`config.mk`:
```
export PLATFORM = sky130hd
export DESIGN_NAME = periodic_timer
export DESIGN_NICKNAME = d
export VERILOG_FILES = /design/src/inc/periodic_timer_pkg.sv /design/src/hw/periodic_timer.sv
export SDC_FILE = /design/constraint.sdc
export NUM_CORES = 1
export LEC_CHECK = 0
export ABC_AREA = 0
export BUFFER_PORTS_ARGS = -buffer_cell sky130_fd_sc_hd__buf_2
export CAP_MARGIN = 20
export CORE_UTILIZATION = 50
export CTS_CLUSTER_DIAMETER = 200
export CTS_CLUSTER_SIZE = 12
export DETAILED_ROUTE_END_ITERATION = 10
export PLACE_DENSITY = 0.75
export SETUP_SLACK_MARGIN = 0.05
export SYNTH_ARGS = -nofsm -noshare
export SYNTH_HDL_FRONTEND = slang
export SYNTH_SLANG_ARGS = --single-unit
export TNS_END_PERCENT = 5
```
`constraint.sdc`:
```
create_clock -name clk -period 2.15 [get_ports clk]
set_input_delay 0.3225 -clock clk [delete_from_list [all_inputs] [get_ports clk]]
set_output_delay 0.3225 -clock clk [all_outputs]
set_load 0.03 [all_outputs]
```
`src/inc/periodic_timer_pkg.sv`:
```
`default_nettype none
package periodic_timer_pkg;
    // register indices; byte address is four times the index
    localparam logic [3:0] IDX_CTRL_A = 4'h0;
    localparam logic [3:0] IDX_CTRL_B = 4'h1;
    localparam logic [3:0] IDX_COUNT_LO = 4'h2;
    localparam logic [3:0] IDX_COUNT_HI = 4'h3;
    localparam logic [3:0] IDX_CMPA_LO = 4'h4;
    localparam logic [3:0] IDX_CMPA_HI = 4'h5;
    localparam logic [3:0] IDX_PER_LO = 4'h6;
    localparam logic [3:0] IDX_PER_HI = 4'h7;
    localparam logic [3:0] IDX_STATUS = 4'h8;
    localparam int CNT_W = 10;
    localparam logic [7:0] CTRL_A_RST = 8'h00;
    localparam logic [7:0] CTRL_B_RST = 8'h00;
    localparam logic [7:0] CTRL_A_MASK = 8'hF8;
    localparam logic [9:0] CMP_RST = 10'h000;
    localparam logic [2:0] CLK_DIV_SYS4 = 3'h3;
    localparam logic [5:0] CLK_DIV_H16 = 6'h0F;
    localparam logic [5:0] CLK_DIV_H64 = 6'h3F;
    localparam logic [7:0] CLK_DIV_SUB = 8'hFF;

    typedef enum logic [1:0] {
        MODE_CMP_OUT,
        MODE_CAPTURE,
        MODE_PWM,
        MODE_TIMER
    } op_mode_t;

    typedef struct packed {
        logic pause_ctrl;
        logic [2:0] clk_select;
        logic run_ctrl;
        logic [2:0] unused;
    } ctrl_a_t;

    typedef struct packed {
        op_mode_t op_mode_sel;
        logic [1:0] pin_func_sel;
        logic out_init_level;
        logic out_invert;
        logic capture_src_sel;
        logic clear_src_sel;
    } ctrl_b_t;

    typedef struct packed {
        logic [3:0] address;
        logic read;
        logic write;
        logic [31:0] writedata;
    } avl_req_t;

    typedef struct packed {
        logic [31:0] readdata;
        logic waitrequest;
    } avl_rsp_t;
endpackage
`default_nettype wire

```
`src/hw/periodic_timer.sv`:
```
// Function
// ten-bit up counter, one step per selected clock edge while on and unpaused
// three-bit clock select picks sys/4, sys, high/16, high/64, sub, pin edges
// pause bit holds count; clearing resumes from held value
// run bit rising resets counter; only software way to alter it
// run bit falling stops counting and keeps residual count
// run bit rising forces output to initial level in output modes
// counter clears on overflow or comparator match, raising interrupt pulse
// two comparators, compare A and ten-bit period, compared continuously
// counter read-only byte pair; compare A and period read/write byte pairs
// mode field: compare out, capture, pwm/single pulse, timer
// compare out: on A match keep, low, high or toggle output
// pwm mode: forced inactive, forced active, pwm wave or single pulse
// capture on rising, falling or both pin edges; code three disables
// capture trigger comes only from the external input pin
// requested level equal to initial level gives no visible change
// software should stop the timer before changing mode
// software changes pin function in pwm mode only while off
// timer mode: output pin not driven, pin function ignored
// low three bits of first control register read zero
// output control bit sets initial level or active level
// polarity bit inverts output, ignored in timer mode; code applies it in every mode, including the status out bit
// clear select: A match, else P match or overflow when period zero
// software sets capture source bit in capture mode
// external pin synchronised before use as count or capture event
`default_nettype none
module periodic_timer
    import periodic_timer_pkg::*;
(
    input wire logic clk,
    input wire logic arst_n,
    input wire logic clk_en,
    input wire logic sub_clk_tick,
    input wire avl_req_t avl_req,
    output avl_rsp_t avl_rsp,
    input wire logic ext_clk_capture_pin,
    output logic wave_out_pin,
    output logic wave_out_en,
    output logic timer_irq
);
    typedef struct packed {
        ctrl_a_t ctrl_a;
        ctrl_b_t ctrl_b;
        logic [CNT_W-1:0] count;
        logic [CNT_W-1:0] compare_a_value;
        logic [CNT_W-1:0] period_compare_value;
        logic [7:0] prescale;
        logic [1:0] pin_sync;
        logic pin_prev;
        logic wave;
        logic [31:0] rdata;
        logic ack;
        logic irq;
        logic out;
        logic oen;
    } state_t;

    state_t st_ff;
    state_t nxt_st;

    function automatic logic [CNT_W-1:0] set_byte(input logic [CNT_W-1:0] v,
            input logic hi, input logic [7:0] d);
        set_byte = hi ? {d[1:0], v[7:0]} : {v[9:8], d};
    endfunction

    logic pin_s;
    logic pin_rise;
    logic pin_fall;
    logic tick;
    logic run_rise;
    logic match_a;
    logic match_p;
    logic ovf;
    logic do_clear;
    logic cap_evt;
    logic [CNT_W-1:0] cnt_inc;
    logic level;
    logic [7:0] rb;

    always_comb begin
        nxt_st = st_ff;
        pin_s = st_ff.pin_sync[1];
        pin_rise = pin_s && !st_ff.pin_prev;
        pin_fall = !pin_s && st_ff.pin_prev;
        nxt_st.pin_sync = {st_ff.pin_sync[0], ext_clk_capture_pin};
        nxt_st.pin_prev = pin_s;
        nxt_st.prescale = st_ff.prescale + 8'h01;
        tick = 1'b0;
        case (st_ff.ctrl_a.clk_select)
            3'h0: tick = (st_ff.prescale[1:0] == CLK_DIV_SYS4[1:0]);
            3'h1: tick = 1'b1;
            3'h2: tick = (st_ff.prescale[3:0] == CLK_DIV_H16[3:0]);
            3'h3: tick = (st_ff.prescale[5:0] == CLK_DIV_H64);
            3'h4, 3'h5: tick = sub_clk_tick;
            3'h6: tick = pin_rise;
            default: tick = pin_fall;
        endcase
        match_a = (st_ff.count == st_ff.compare_a_value);
        match_p = (st_ff.count == st_ff.period_compare_value);
        ovf = (st_ff.count == {CNT_W{1'b1}});
        cnt_inc = st_ff.count + 10'h001;
        do_clear = 1'b0;
        run_rise = 1'b0;
        nxt_st.irq = 1'b0;
        level = st_ff.ctrl_b.out_init_level;
        cap_evt = 1'b0;
        // capture input from the pin only
        if (st_ff.ctrl_b.op_mode_sel == MODE_CAPTURE) begin
            case (st_ff.ctrl_b.pin_func_sel)
                2'h0: cap_evt = pin_rise;
                2'h1: cap_evt = pin_fall;
                2'h2: cap_evt = pin_rise || pin_fall;
                default: cap_evt = 1'b0;
            endcase
        end
        if (st_ff.ctrl_a.run_ctrl && cap_evt) begin
            nxt_st.compare_a_value = st_ff.count;
            nxt_st.irq = 1'b1;
        end
        // counting and clear
        if (st_ff.ctrl_a.run_ctrl && !st_ff.ctrl_a.pause_ctrl && tick) begin
            if (st_ff.ctrl_b.op_mode_sel == MODE_CMP_OUT
                    || st_ff.ctrl_b.op_mode_sel == MODE_TIMER) begin
                if (st_ff.ctrl_b.clear_src_sel) begin
                    do_clear = match_a;
                end else if (st_ff.period_compare_value == CMP_RST) begin
                    do_clear = ovf;
                end else begin
                    do_clear = match_p;
                end
            end else if (st_ff.ctrl_b.op_mode_sel == MODE_CAPTURE) begin
                do_clear = (st_ff.period_compare_value == CMP_RST) ? ovf : match_p;
            end else if (st_ff.ctrl_b.pin_func_sel != 2'h3) begin
                do_clear = (st_ff.period_compare_value == CMP_RST) ? ovf : match_p;
            end
            nxt_st.count = do_clear ? CMP_RST : cnt_inc;
            if (do_clear) begin
                nxt_st.irq = 1'b1;
            end
            if (st_ff.ctrl_b.op_mode_sel == MODE_CMP_OUT && match_a) begin
                case (st_ff.ctrl_b.pin_func_sel)
                    2'h1: nxt_st.wave = 1'b0;
                    2'h2: nxt_st.wave = 1'b1;
                    2'h3: nxt_st.wave = !st_ff.wave;
                    default: nxt_st.wave = st_ff.wave;
                endcase
                nxt_st.irq = 1'b1;
            end
            if (st_ff.ctrl_b.op_mode_sel == MODE_PWM && st_ff.ctrl_b.pin_func_sel == 2'h3
                    && match_a) begin
                nxt_st.ctrl_a.run_ctrl = 1'b0;
                nxt_st.irq = 1'b1;
            end
        end
        // bus slave, one wait state per access
        nxt_st.ack = 1'b0;
        if ((avl_req.read || avl_req.write) && !st_ff.ack) begin
            nxt_st.ack = 1'b1;
            if (avl_req.write) begin
                if (avl_req.address == IDX_CTRL_A) begin
                    nxt_st.ctrl_a = ctrl_a_t'(avl_req.writedata[7:0] & CTRL_A_MASK);
                    run_rise = avl_req.writedata[3] && !st_ff.ctrl_a.run_ctrl;
                end else if (avl_req.address == IDX_CTRL_B) begin
                    nxt_st.ctrl_b = ctrl_b_t'(avl_req.writedata[7:0]);
                end else if (avl_req.address == IDX_CMPA_LO
                        || avl_req.address == IDX_CMPA_HI) begin
                    nxt_st.compare_a_value = set_byte(st_ff.compare_a_value,
                        avl_req.address[0], avl_req.writedata[7:0]);
                end else if (avl_req.address == IDX_PER_LO
                        || avl_req.address == IDX_PER_HI) begin
                    nxt_st.period_compare_value = set_byte(st_ff.period_compare_value,
                        avl_req.address[0], avl_req.writedata[7:0]);
                end
            end
        end
        if (run_rise) begin
            nxt_st.count = CMP_RST;
            nxt_st.wave = st_ff.ctrl_b.out_init_level;
        end
        // readback
        rb = 8'h00;
        if (avl_req.address == IDX_CTRL_A) begin
            rb = st_ff.ctrl_a & CTRL_A_MASK;
        end else if (avl_req.address == IDX_CTRL_B) begin
            rb = st_ff.ctrl_b;
        end else if (avl_req.address == IDX_COUNT_LO) begin
            rb = st_ff.count[7:0];
        end else if (avl_req.address == IDX_COUNT_HI) begin
            rb = {6'h00, st_ff.count[9:8]};
        end else if (avl_req.address == IDX_CMPA_LO) begin
            rb = st_ff.compare_a_value[7:0];
        end else if (avl_req.address == IDX_CMPA_HI) begin
            rb = {6'h00, st_ff.compare_a_value[9:8]};
        end else if (avl_req.address == IDX_PER_LO) begin
            rb = st_ff.period_compare_value[7:0];
        end else if (avl_req.address == IDX_PER_HI) begin
            rb = {6'h00, st_ff.period_compare_value[9:8]};
        end else if (avl_req.address == IDX_STATUS) begin
            rb = {6'h00, st_ff.out, st_ff.ctrl_a.run_ctrl};
        end
        nxt_st.rdata = {24'h000000, rb};
        // output pin
        case (st_ff.ctrl_b.op_mode_sel)
            MODE_CMP_OUT: level = st_ff.wave;
            MODE_PWM: begin
                case (st_ff.ctrl_b.pin_func_sel)
                    2'h0: level = !st_ff.ctrl_b.out_init_level;
                    2'h1: level = st_ff.ctrl_b.out_init_level;
                    2'h2: level = st_ff.ctrl_a.run_ctrl
                        && (st_ff.count < st_ff.compare_a_value)
                        ? st_ff.ctrl_b.out_init_level : !st_ff.ctrl_b.out_init_level;
                    default: level = st_ff.ctrl_a.run_ctrl
                        ? st_ff.ctrl_b.out_init_level : !st_ff.ctrl_b.out_init_level;
                endcase
            end
            default: level = st_ff.ctrl_b.out_init_level;
        endcase
        nxt_st.out = level ^ st_ff.ctrl_b.out_invert;
        nxt_st.oen = (st_ff.ctrl_b.op_mode_sel == MODE_CMP_OUT)
            || (st_ff.ctrl_b.op_mode_sel == MODE_PWM);
    end

    always_ff @(posedge clk or negedge arst_n) begin
        if (!arst_n) begin
            st_ff <= '0;
        end else if (clk_en) begin
            st_ff <= nxt_st;
        end
    end

    assign avl_rsp.readdata = st_ff.rdata;
    assign avl_rsp.waitrequest = !st_ff.ack;
    assign wave_out_pin = st_ff.out;
    assign wave_out_en = st_ff.oen;
    assign timer_irq = st_ff.irq;
endmodule
`default_nettype wire

```
**After elaboration in Yosys (flattened, before gate mapping)**

Cells that the tools add are included.

- Bits in latches: 0
- Logic and storage cells: 156
- RAM bits: 0
- ROM bits: 0
- Register bits: 67
- Output and inout bits: 36
- Memories: 0

- Add/subtract/negate cells: 2
- Reductions and logical operators: 41
- Multipliers: 0
- Equality and inequality tests: 29
- Divide/modulo/power cells: 0
- Bitwise operators: 5
- Shift operators: 0
- $lt $le $gt $ge: 1
- Mux-type cells: 55

Operator list:

| kind | number |
|---|---|
| $mux 10 | 9 |
| $mux 20 | 4 |
| $mux 8 | 9 |
| $mux 12 | 2 |
| $mux 1 | 23 |
| $eq 10x10->1 | 2 |
| $eq 4x3->1 const B | 4 |
| $reduce_and 8->1 | 2 |
| $ne 6x6->1 const B | 2 |
| $logic_and 1x1->1 | 11 |
| $add 10x1->10 const B | 1 |
| $eq 10x10->1 const B | 1 |
| $eq 2x2->1 const B | 5 |
| $logic_not 10->1 | 1 |
| $lt 10x10->1 | 1 |
| $eq 3x3->1 const B | 3 |
| $pmux 1 s3 | 3 |
| $add 8x1->8 const B | 1 |
| $eq 4x2->1 const B | 2 |
| $eq 4x4->1 const B | 2 |
| $reduce_and 4->1 | 2 |
| $logic_not 1->1 | 7 |
| $eq 3x2->1 const B | 2 |
| $eq 6x6->1 const B | 1 |
| other kinds (19) | 33 |

**Longest topological paths before layout**

Gate-level depths: netlist of the first run.

- Depth in word-level cells: 12
- Depth in mapped cells: 10
- Depth with buffers taken out: 9

**Least setup slack after synthesis of the first run**

Ideal clock, no wire load.

- Path type: register to register
- Start point: register st_ff[48] (netlist name)
- End point: register st_ff[76] (netlist name)
- Data arrival time: 2.005 ns
- Data required time: 2.026 ns
- Slack: 0.021 ns
- Clock period less this slack: 2.129 ns
- Stages on the path, launching flop included: 10
- Buffers on the path: 2
- Cells stage by stage: dfrtp_1 nor4_4 and3_1 buf_4 o211a_4 o221ai_2 o21ai_4 buf_6 nor2_2 a211o_1

- Cells in the longest elaborated chain, start to end: 9
- Elaborated cells between the ends (all ways): 11
- Classes of those cells: eq/ne: 1; mux: 9; reduce/logical: 1

Ends and longest elaborated chain:

| item | line | source |
|---|---|---|
| start, declared | periodic_timer.sv:58 | `state_t st_ff;` |
| start signal, assigned | periodic_timer.sv:227 | `st_ff <= nxt_st;` |
| $eq 10x10->1 / $logic_not 10->1 (equally long branches) | n/a |  |
| $mux 1 (*) | periodic_timer.sv:126, periodic_timer.sv:132, periodic_timer.sv:134 |  |
| $mux 1 | periodic_timer.sv:133 | `end else if (st_ff.ctrl_b.pin_func_sel != 2'h3) begin` |
| $mux 1 | periodic_timer.sv:131 | `end else if (st_ff.ctrl_b.op_mode_sel == MODE_CAPTURE) begin` |
| $mux 1 (*) | periodic_timer.sv:122 | `if (st_ff.ctrl_b.op_mode_sel == MODE_CMP_OUT` |
| $mux 1 (*) | periodic_timer.sv:121 | `if (st_ff.ctrl_a.run_ctrl && !st_ff.ctrl_a.pause_ctrl && tick) begin` |
| $mux 10 (*) | periodic_timer.sv:136 | `nxt_st.count = do_clear ? CMP_RST : cnt_inc;` |
| $mux 10 (*) | periodic_timer.sv:121 |  |
| $mux 10 (*) | periodic_timer.sv:176 | `if (run_rise) begin` |

Every way passes the cells marked *; elsewhere a longest branch is shown, timed or not. The select of a mux whose other input is x is not followed.
A chain may end at the register's enable or synchronous reset.

**Worst setup path in the final report of the first run**

- Start point: register st_ff[66] (netlist name)
- End point: register st_ff (netlist bit wave_out_pin)

- Cells in the longest elaborated chain, start to end: 6

Ends and longest elaborated chain:

| item | line | source |
|---|---|---|
| $lt 10x10->1 | periodic_timer.sv:210 | `&& (st_ff.count < st_ff.compare_a_value)` |
| $logic_and 1x1->1 | periodic_timer.sv:210 |  |
| $mux 1 | periodic_timer.sv:211 | `? st_ff.ctrl_b.out_init_level : !st_ff.ctrl_b.out_init_level;` |
| $pmux 1 s3 | periodic_timer.sv:206 | `case (st_ff.ctrl_b.pin_func_sel)` |
| $pmux 1 s2 | periodic_timer.sv:203 | `case (st_ff.ctrl_b.op_mode_sel)` |
| $xor 1x1->1 | periodic_timer.sv:218 | `nxt_st.out = level ^ st_ff.ctrl_b.out_invert;` |

No other way between the ends.

==> metrics.md, run 1 <==
| Metric | Value |
|---|---|
| Outcome | `complete, but fails checks` |
| Failing checks | `setup timing` |
| H-tree depth | `3` |
| Crit path kind | `reg -> reg` |
| Register area share after synthesis | `36.7%` |
| Placer Congestion | `0.987` |
| Achievable frequency | `0.435 GHz` |
| PD cells | `842 nW/um^2` |
| Clock Latency Late Sink | `0.36 ns` |
| Syn_area_per_cell | `9.06 sq um` |
| Cells after synthesis | `489` |
| Number of diodes | `0` |
| Core Rows | `33` |
| Die area | `9240 sq um` |
| I/O pin total | `79` |
| M1 WL | `5.36 mm` |
| CP Max Fanout | `3` |
| Flop pwr share | `36.8%` |
| Netlist cell types | `58` |
| Total congestion overflow | `0` |
| Sw frac | `37.0%` |
| Max Transition Viols Final | `0` |
| Number of remaining DRC errors | `0` |
| Main synth FF type | `dfrtp_1` |
| Met2 wire length | `5.95 mm` |
| Skew final | `0.00955 ns` |
| Antenna violations before repair | `0` |
| Max-cap violations | `0` |
| Die H | `96.1 um` |
| TritonCTS clock tree | `yes` |
| Vias per cell | `6.12` |
| Largest net degree at the start of global routing | `34` |
| First-pass GRT wire length | `19.7 mm` |
| Max clock buf depth | `2` |
| Core area | `8380 sq um` |
| Fin util | `64.3%` |
| Vias in the first global route | `3,816` |
| Antenna viol nets, final | `0` |
| Setup-failing EPs final | `10` |
| Synth area leaders | `dfrtp_1, mux2_2, ha_1` |
| Asr flop ratio synth | `100%` |
| Crit. End Element | `register` |
| Highest metal used | `met4` |
| Final min period | `2.30 ns` |
| TritonRoute pass-1 iters | `8` |
| Clock Sinks | `65` |
| Most frequent cell after synthesis | `dfrtp_1` |
| Ys Warns | `0` |
| GRT Total Usage | `29.4%` |
| Clock network power share | `26.0%` |
| Port Buf Inserts | `30` |
| Logic pwr share | `37.2%` |
| Fill cells | `670` |
| Post-synth EDFFs | `0` |
| Post-Syn Area | `4430 sq um` |
| Area growth syn-to-layout | `21.6%` |
| Hold Path Class | `in -> reg` |
| Vias | `4,103` |
| TritonCTS buffer count | `9` |
| Routed wl met3 | `1.12 mm` |
| Starting density of the core | `52.9%` |
| Post-synth top area share | `36.7%` |
| Leak Pwr | `2.46 nW` |
| Area leader, netlist | `dfrtp_1` |
| Worst Path Required | `2.39 ns` |
| Critical path arrival | `2.54 ns` |
| HPWL Detailed | `9.10 mm` |
| Int Power | `2.86 mW` |
| Switching power | `1.68 mW` |
| NumNets Final | `624` |
| Clk slew on worst S/H paths | `0.08 ns` |
| Drt total wl | `13.0 mm` |
| Die Width | `96.1 um` |
| Share of cells above drive strength 1 | `30.4%` |
| Most frequent cells after synthesis | `dfrtp_1, o21ai_0, nand2_1` |
| CTS root buf | `clkbuf_8` |
| Synth Register Bits | `65` |
| CP Launch Type | `register` |
| Peak supply drop | `0.000624 V` |
| Initial DRC count | `490` |
| RSZ-0062 raised after global routing | `yes` |
| Tot Pwr | `4.53 mW` |
| Worst setup margin | `-0.146 ns` |
| Crit share post-route | `107%` |
| Routed WL per cell | `19.3 um` |
| Final hold vios | `0` |
-- registers in the layout, indices dropped and copies added, names as in the netlist --
name          flops
wave_out_en       1
nxt_st            2
wave_out_pin      1
st_ff            52
avl_rsp           8
timer_irq         1
-- worst max-delay path, stage by stage (launching register included) --
cell      delay [ns]
dfrtp_1         0.41
inv_2           0.06
ha_4            0.27
nand4_1         0.18
a211oi_1        0.29
a211oi_2        0.08
buf_4           0.16
xnor2_1         0.18
a41oi_2         0.16
xnor2_1         0.14
mux2_2          0.26
-- logic make-up after synthesis --
logic type | after synthesis | synth area share, %
simple gates | 135 | 16.4
compound gates | 129 | 19.7
buf+inv | 94 | 10.9
flops | 65 | 36.7
mux | 31 | 7.68
fa+ha+maj | 21 | 5.93
xor+xnor | 13 | 2.57
other cells | 1 | 0.0846
-- power by group through the flow --
stage,clock [mW],combinational (mW),sequential [mW]
5_1_grt,1.23,1.82,1.70
4_1_cts,1.19,1.56,1.64
2_1_floorplan,0,0.966,1.66
3_5_place_dp,0,1.47,1.67
3_3_place_gp,0,1.43,1.65
6_report,1.18,1.69,1.67
-- repair_timing --
item,4_1_cts,5_1_grt
hold endpoints to repair,6,0
setup endpoints to repair,13,21
resized for setup,11,29
setup buffers,5,2
hold buffers,1,0
cloned,2,0
pin swaps,7,17
-- final cells by class --
type | instances | area, sq um | share of cell area [%]
flip-flops and latches | 65 | 1630 | 30.3
clock buffers | 9 | 124 | 2.30
multi-input cells | 353 | 2600 | 48.3
repair buffers | 97 | 679 | 12.6
inverters | 34 | 128 | 2.37
well taps | 105 | 131 | 2.44
clock inverters | 7 | 93.8 | 1.74
-- metrics by stage --
stage                     TNS, ns  instance area [sq um]  instances  worst slack (ns)  hold slack (ns)
final                       -1.04                   5390        670            -0.146            0.189
after global routing        -1.96                   5390        670            -0.226            0.199
after CTS                   -1.11                   5290        670            -0.141            0.181
after detailed placement   -0.810                   4920        646            -0.117            0.386
after global placement     -0.667                   4920        646           -0.0950            0.377
after floorplan                 0                   4550        512            0.0460           0.0269
-- cell usage in the layout, fill, tap and decap left out, drive strengths merged, types with 21 or more instances in the layout --
| master | count |
|---|---|
| a21oi | 22 |
| buf | 96 |
| conb | 24 |
| dfrtp | 65 |
| ha | 21 |
| inv | 34 |
| mux2 | 24 |
| nand2 | 37 |
| nor2 | 26 |
| o21ai | 44 |
-- path summary, 6_finish.rpt --
path                                startpoint           end  slack, ns  cells after the start
min in group asynchronous               arst_n     st_ff[78]       0.52                      3
max reg2reg                          st_ff[66]  wave_out_pin      -0.15                     10
max                                  st_ff[66]  wave_out_pin      -0.15                     10
max in group asynchronous               arst_n     st_ff[51]       1.28                      3
min reg2reg                          st_ff[45]     st_ff[45]       0.47                      1
min                        ext_clk_capture_pin    nxt_st[39]       0.19                      2
-- per-layer routing --
layer / vias up / GRT usage [%]
met4: 0 / 15.7
met3: 50 / 4.82
met2: 249 / 45.1
met1: 1947 / 39.6
li1: 1857 / -
met5: - / 0
(Power assumes the default switching activity.)
==> inputs of run 2 (changes only) <==
--- a/config.mk
+++ b/config.mk
@@ -7,7 +7,8 @@
 export LEC_CHECK = 0
 export ABC_AREA = 0
 export BUFFER_PORTS_ARGS = -buffer_cell sky130_fd_sc_hd__buf_2
-export CAP_MARGIN = 20
+export CAP_MARGIN = 5
+export CORE_MARGIN = 2
 export CORE_UTILIZATION = 50
 export CTS_CLUSTER_DIAMETER = 200
 export CTS_CLUSTER_SIZE = 12
@@ -17,4 +18,4 @@
 export SYNTH_ARGS = -nofsm -noshare
 export SYNTH_HDL_FRONTEND = slang
 export SYNTH_SLANG_ARGS = --single-unit
-export TNS_END_PERCENT = 5
+export TNS_END_PERCENT = 100
==> run 2 against run 1 <==
Net effect: critical path type unchanged; combinational power is 8% higher; critical endpoint unchanged; flip-flop and latch count unchanged; the run still ends with setup timing left; maximum frequency is 0.75% lower.
==> metrics.md, run 2 (same netlist as run 1, synthesis figures left out) <==
| Metric | Value |
|---|---|
| Outcome | `complete, but fails checks` |
| Failing checks | `setup timing` |
| Skew final | `0.0148 ns` |
| HPWL Detailed | `9.48 mm` |
| Crit path kind | `reg -> reg` |
| Final instance area | `5460 sq um` |
| Vias per cell | `6.01` |
| Vias | `4,100` |
| Setup-failing EPs final | `11` |
| Max clock buf depth | `2` |
| Die area | `9630 sq um` |
| Fin util | `62.9%` |
| Starting density of the core | `51.1%` |
| Flop pwr share | `35.1%` |
| Max-cap violations | `0` |
| Slew @ Worst Pin | `0.610 ns` |
| Core Rows | `34` |
| TritonCTS clock tree | `yes` |
| Worst Path Required | `2.40 ns` |
| Fill cells | `714` |
| Crit. End Element | `register` |
| GRT Total Usage | `27.9%` |
| Critical path arrival | `2.56 ns` |
| Sw frac | `36.0%` |
| Pre-CTS WS | `-0.253 ns` |
| CP Max Fanout | `2` |
| TritonCTS buffer count | `9` |
| CP Buf/Inv Count | `2` |
| Area growth syn-to-layout | `23.2%` |
| Port Buf Inserts | `30` |
| Int Power | `2.98 mW` |
| Vias in the first global route | `4,004` |
| Antenna violations before repair | `0` |
| PD cells | `853 nW/um^2` |
| Die Width | `98.1 um` |
| CP Launch Type | `register` |
| Total congestion overflow | `0` |
| Reg2Reg Depth | `10` |
| Clock network power share | `25.9%` |
| Achievable frequency | `0.432 GHz` |
| Final min period | `2.31 ns` |
| Switching power | `1.68 mW` |
| I/O pin total | `79` |
| DP Area | `5000 sq um` |
| Worst stage delay on the critical path | `0.37 ns` |
| WHS Path Cells | `2` |
| NumNets Final | `634` |
| CP startpoint | `st_ff[67]` |
| RSZ-0062 raised after global routing | `yes` |
| Rel. slew slack | `59.3%` |
| Final hold vios | `0` |
| Antenna viol nets, final | `0` |
| Core area | `8680 sq um` |
| Peak supply drop | `0.000582 V` |
| Largest Register | `st_ff` |
| Largest net degree at the start of global routing | `33` |
| Logic pwr share | `39.0%` |
| Clk slew on worst S/H paths | `0.07 ns` |
| Number of diodes | `0` |
| Drt total wl | `13.2 mm` |
| H-tree depth | `3` |
| Most frequent cells in the layout | `buf_4, dfrtp_1, o21ai_0` |
| Hold Path Class | `in -> reg` |
| FF-to-FF Start | `st_ff[67]` |
| Worst setup margin | `-0.164 ns` |
| Share of cells above drive strength 1 | `30.8%` |
| Critical path depth in cells | `10` |
| Leak Pwr | `2.52 nW` |
| Tot Pwr | `4.66 mW` |
| Crit path cell chain | `inv_1 > ha_1 > buf_4 > nand4_1 > o2111ai_2 > a211oi_4 > xnor2_2 > a41oi_2 > xnor2_1 > mux2_2` |
| Hold path startpoint | `ext_clk_capture_pin` |
| Routed WL per cell | `19.3 um` |
| Most common cell after layout, fill and taps aside | `buf_4` |
| Number of remaining DRC errors | `0` |
| CP max-delay cell | `dfrtp_1` |
| Crit share post-route | `108%` |
| Top delay family on crit path | `compound AO/OA/AOI/OAI gates` |
| First-pass GRT wire length | `20.8 mm` |
| Max Transition Viols Final | `0` |
| TritonRoute pass-1 iters | `5` |
| Fin Hold WS | `0.220 ns` |
| Initial DRC count | `355` |
| Placed Cells | `659` |
| Clock Sinks | `65` |
| Die H | `98.1 um` |
| Clock Latency Late Sink | `0.36 ns` |
| Fin Setup TNS | `-1.17 ns` |
| Placer Congestion | `0.955` |
| Final std cells w/o fill | `682` |
| CTS root buf | `clkbuf_8` |
| Largest register FFs | `52` |
-- run 2: cell count changes in the layout (fill, tap and decap cells not counted), sizes merged --
cell      previous run  this run
buf                 96       106
clkbuf               9        11
clkinv               3         2
clkinvlp             2         1
inv                 34        33
-- run 2: power groups by stage --
stage | Clock, mW | Sequential, mW | Combinational [mW]
finish | 1.20 | 1.64 | 1.82
global route | 1.28 | 1.66 | 1.95
CTS | 1.21 | 1.63 | 1.71
detailed placement | 0 | 1.65 | 1.58
global placement | 0 | 1.64 | 1.52
floorplan | 0 | 1.66 | 0.966
-- run 2: layout make-up --
cell class / instances / area, sq um / area share (%)
Clock buffer: 11 / 151 / 2.77
Timing Repair Buffer: 107 / 763 / 14.0
Tap cell: 108 / 135 / 2.48
Multi-Input combinational cell: 353 / 2570 / 47.2
Clock inverter: 4 / 76.3 / 1.40
Sequential cell: 65 / 1630 / 29.8
Inverter: 34 / 128 / 2.34
-- run 2: routing by layer --
metal	global-route usage, %	vias to the layer above	part of all wire, %
li1	-	1870	-
met1	36.6	1960	40
met2	46.0	218	47
met3	4.87	52	7.8
met4	11.4	0	4.8
met5	0	-	0
-- run 2: worst paths after layout --
kind,end,slack (ns)
min reg2reg,st_ff[45],0.47
max,wave_out_pin,-0.16
min,nxt_st[39],0.22
max in group asynchronous,st_ff[61],1.03
max reg2reg,wave_out_pin,-0.16
min in group asynchronous,st_ff[48],0.51
-- run 2: timing repair --
action,CTS,global route
setup buffers,6,2
endpoints found under the setup margin,14,23
pin swaps,17,9
resized for setup,17,13
hold buffers,1,0
endpoints found under the hold margin,22,0
==> inputs of run 3 (changes only) <==
--- a/config.mk
+++ b/config.mk
@@ -5,7 +5,7 @@
 export SDC_FILE = /design/constraint.sdc
 export NUM_CORES = 1
 export LEC_CHECK = 0
-export ABC_AREA = 0
+export ABC_AREA = 1
 export BUFFER_PORTS_ARGS = -buffer_cell sky130_fd_sc_hd__buf_2
 export CAP_MARGIN = 5
 export CORE_MARGIN = 2
@@ -13,7 +13,7 @@
 export CTS_CLUSTER_DIAMETER = 200
 export CTS_CLUSTER_SIZE = 12
 export DETAILED_ROUTE_END_ITERATION = 10
-export PLACE_DENSITY = 0.75
+export PLACE_DENSITY = 0.76
 export SETUP_SLACK_MARGIN = 0.05
 export SYNTH_ARGS = -nofsm -noshare
 export SYNTH_HDL_FRONTEND = slang
==> run 3 against run 2 <==
Net effect: the run now ends clean; maximum frequency up 15%; clock power down 15%; sequential share of layout area up 2.1 points; die area down 0.98%; synthesized cell count up 22%; worst setup slack better by 0.30 ns; design area down 6.8%; via count up 1.5%.
==> metrics.md, run 3 <==
| Metric | Value |
|---|---|
| Multiplexer area fraction after synthesis | `0.257%` |
| Register area share after synthesis | `37.1%` |
| Post-synth top area share | `37.1%` |
| Clock Sinks | `65` |
| Number of diodes | `0` |
| Fin Setup TNS | `0 ns` |
| Most frequent cell after synthesis | `nand2_1` |
| CP Launch Type | `register` |
| TritonCTS buffer count | `9` |
| Outcome | `completed` |
| CP startpoint | `st_ff[82]` |
| Largest net degree at the start of global routing | `46` |
| Clock Latency Late Sink | `0.36 ns` |
| Most frequent cells after synthesis | `nand2_1, inv_1, o21ai_0` |
| First-pass GRT wire length | `19.5 mm` |
| Largest Register | `st_ff` |
| DP Area | `4770 sq um` |
| FF-to-FF Start | `st_ff[82]` |
| Slew @ Worst Pin | `0.516 ns` |
| TritonRoute pass-1 iters | `5` |
| Total congestion overflow | `0` |
| Max Transition Viols Final | `0` |
| RSZ-0062 raised after global routing | `yes` |
| Port Buf Inserts | `30` |
| Die area | `9540 sq um` |
| R2R Setup Slk | `0.13 ns` |
| Syn_area_per_cell | `7.36 sq um` |
| Worst Path Required | `2.37 ns` |
| Critical path arrival | `2.24 ns` |
| Area leader, netlist | `dfrtp_1` |
| Share of cells above drive strength 1 | `18.8%` |
| Reg2Reg Depth | `8` |
| Clk slew on worst S/H paths | `0.09 ns` |
| Crit share post-route | `93.8%` |
| Pre-CTS WS | `0.122 ns` |
| Achievable frequency | `0.496 GHz` |
| Max clock buf depth | `2` |
| Most frequent cells in the layout | `nand2_1, inv_1, o21ai_0` |
| Die Width | `97.7 um` |
| Max-cap violations | `0` |
| Xor/xnor share of the synthesized area | `2.40%` |
| CP endpoint | `st_ff[66]` |
| Final hold vios | `0` |
| H-tree depth | `3` |
| HPWL Detailed | `9.11 mm` |
| Core Rows | `34` |
| Asr flop ratio synth | `100%` |
| Main synth FF type | `dfrtp_1` |
| Rel. slew slack | `65.6%` |
| Antenna viol nets, final | `0` |
| Final instance area | `5080 sq um` |
| CTS root buf | `clkbuf_8` |
| Netlist cell types | `40` |
| Drt total wl | `12.0 mm` |
| Area growth syn-to-layout | `15.9%` |
| Worst setup margin | `0.133 ns` |
| Vias per cell | `5.41` |
| Post-Syn Area | `4390 sq um` |
| Synth Register Bits | `65` |
| Crit path kind | `reg -> reg` |
| Peak supply drop | `0.000422 V` |
| CP Max Fanout | `5` |
| Core area | `8590 sq um` |
| Die H | `97.7 um` |
| Synth area leaders | `dfrtp_1, nand2_1, o21ai_0` |
| Main combinational cell family by area after synthesis | `simple AND/OR/NAND/NOR gates` |
| Most common cell after layout, fill and taps aside | `nand2_1` |
| Post-Synth Simple-Gate Area | `24.9%` |
| NumNets Final | `720` |
| Ys Warns | `0` |
| Placer Congestion | `0.987` |
| I/O pin total | `79` |
| Synth Area in Compound Gates | `15.1%` |
| Hold Path Class | `in -> reg` |
| Reg2reg end | `st_ff[66]` |
| Routed WL per cell | `15.6 um` |
| TritonCTS clock tree | `yes` |
| GRT Total Usage | `25.8%` |
| Post-synth EDFFs | `0` |
| Largest register FFs | `52` |
| Skew final | `0.0122 ns` |
| Final min period | `2.02 ns` |
| Antenna violations before repair | `0` |
| Crit. End Element | `register` |
| Vias | `4,163` |
| PD cells | `899 nW/um^2` |
| Leak Pwr | `2.55 nW` |
| Vias in the first global route | `3,942` |
| Initial DRC count | `311` |
| Starting density of the core | `51.0%` |
| Setup-failing EPs final | `0` |
| Post-Synth Adder-Cell Area | `5.99%` |
| Cells after synthesis | `596` |
| Fin Hold WS | `0.158 ns` |
| Number of remaining DRC errors | `0` |
run 3: cells by family after synthesis:
kind of cell / Yosys count
compound gates: 118
xor+xnor: 12
fa+ha+maj: 21
buf+inv: 131
flops: 65
mux: 1
other cells: 1
simple gates: 247
run 3: final cells by class:
type                            count  area, sq um
Sequential cell                    65         1630
Multi-Input combinational cell    423         2310
Inverter                           85          322
Timing Repair Buffer               72          509
Clock buffer                        9          124
Tap cell                          108          135
Fill cell                         814         3510
Clock inverter                      7         61.3
run 3: routing by layer:
layer | vias up | GRT usage [%] | part of all wire (%)
met1 | 1970 | 35.5 | 45
met4 | 0 | 9.94 | 2.8
met5 | - | 0 | 0
met3 | 28 | 3.60 | 5.6
li1 | 2019 | - | -
met2 | 146 | 41.2 | 47
run 3: worst min path at each step:
stage,start,endpoint,slack (ns),cells after the start
2_1_floorplan,arst_n,avl_rsp[1],0.03,0
3_3_place_gp,arst_n,st_ff[43],0.31,1
3_5_place_dp,arst_n,st_ff[44],0.32,1
4_1_cts,ext_clk_capture_pin,nxt_st[39],0.16,3
5_1_grt,ext_clk_capture_pin,nxt_st[39],0.18,3
6_report,ext_clk_capture_pin,nxt_st[39],0.16,3
run 3: stage by stage:
step / total power [mW] / utilization (%) / cells
6_report: 4.57 / 59.2 / 769
5_1_grt: 4.89 / 59.2 / 769
4_1_cts: 4.43 / 57.8 / 766
3_5_place_dp: 3.41 / 55.5 / 749
3_3_place_gp: 3.37 / 55.5 / 749
2_1_floorplan: 2.85 / - / 619
run 3: worst max-delay path: stages (launching register included):
cell	delay, ns
dfrtp_1	0.45
inv_1	0.11
ha_1	0.17
inv_1	0.06
o211ai_1	0.35
nand2_1	0.19
buf_4	0.18
a21oi_1	0.21
o21ai_0	0.15
run 3: timing repair:
item                                    CTS  global route
hold endpoints to repair                 20             0
endpoints found under the setup margin    0            17
hold buffers                              1             0
gates resized for setup                   0            25
setup buffers                             0             3
run 3: power by group:
part	switching (mW)	total [mW]	internal [mW]
clock	0.582	1.02	0.440
combinational	1.15	1.83	0.685
sequential	0.223	1.72	1.49
total	1.96	4.57	2.62
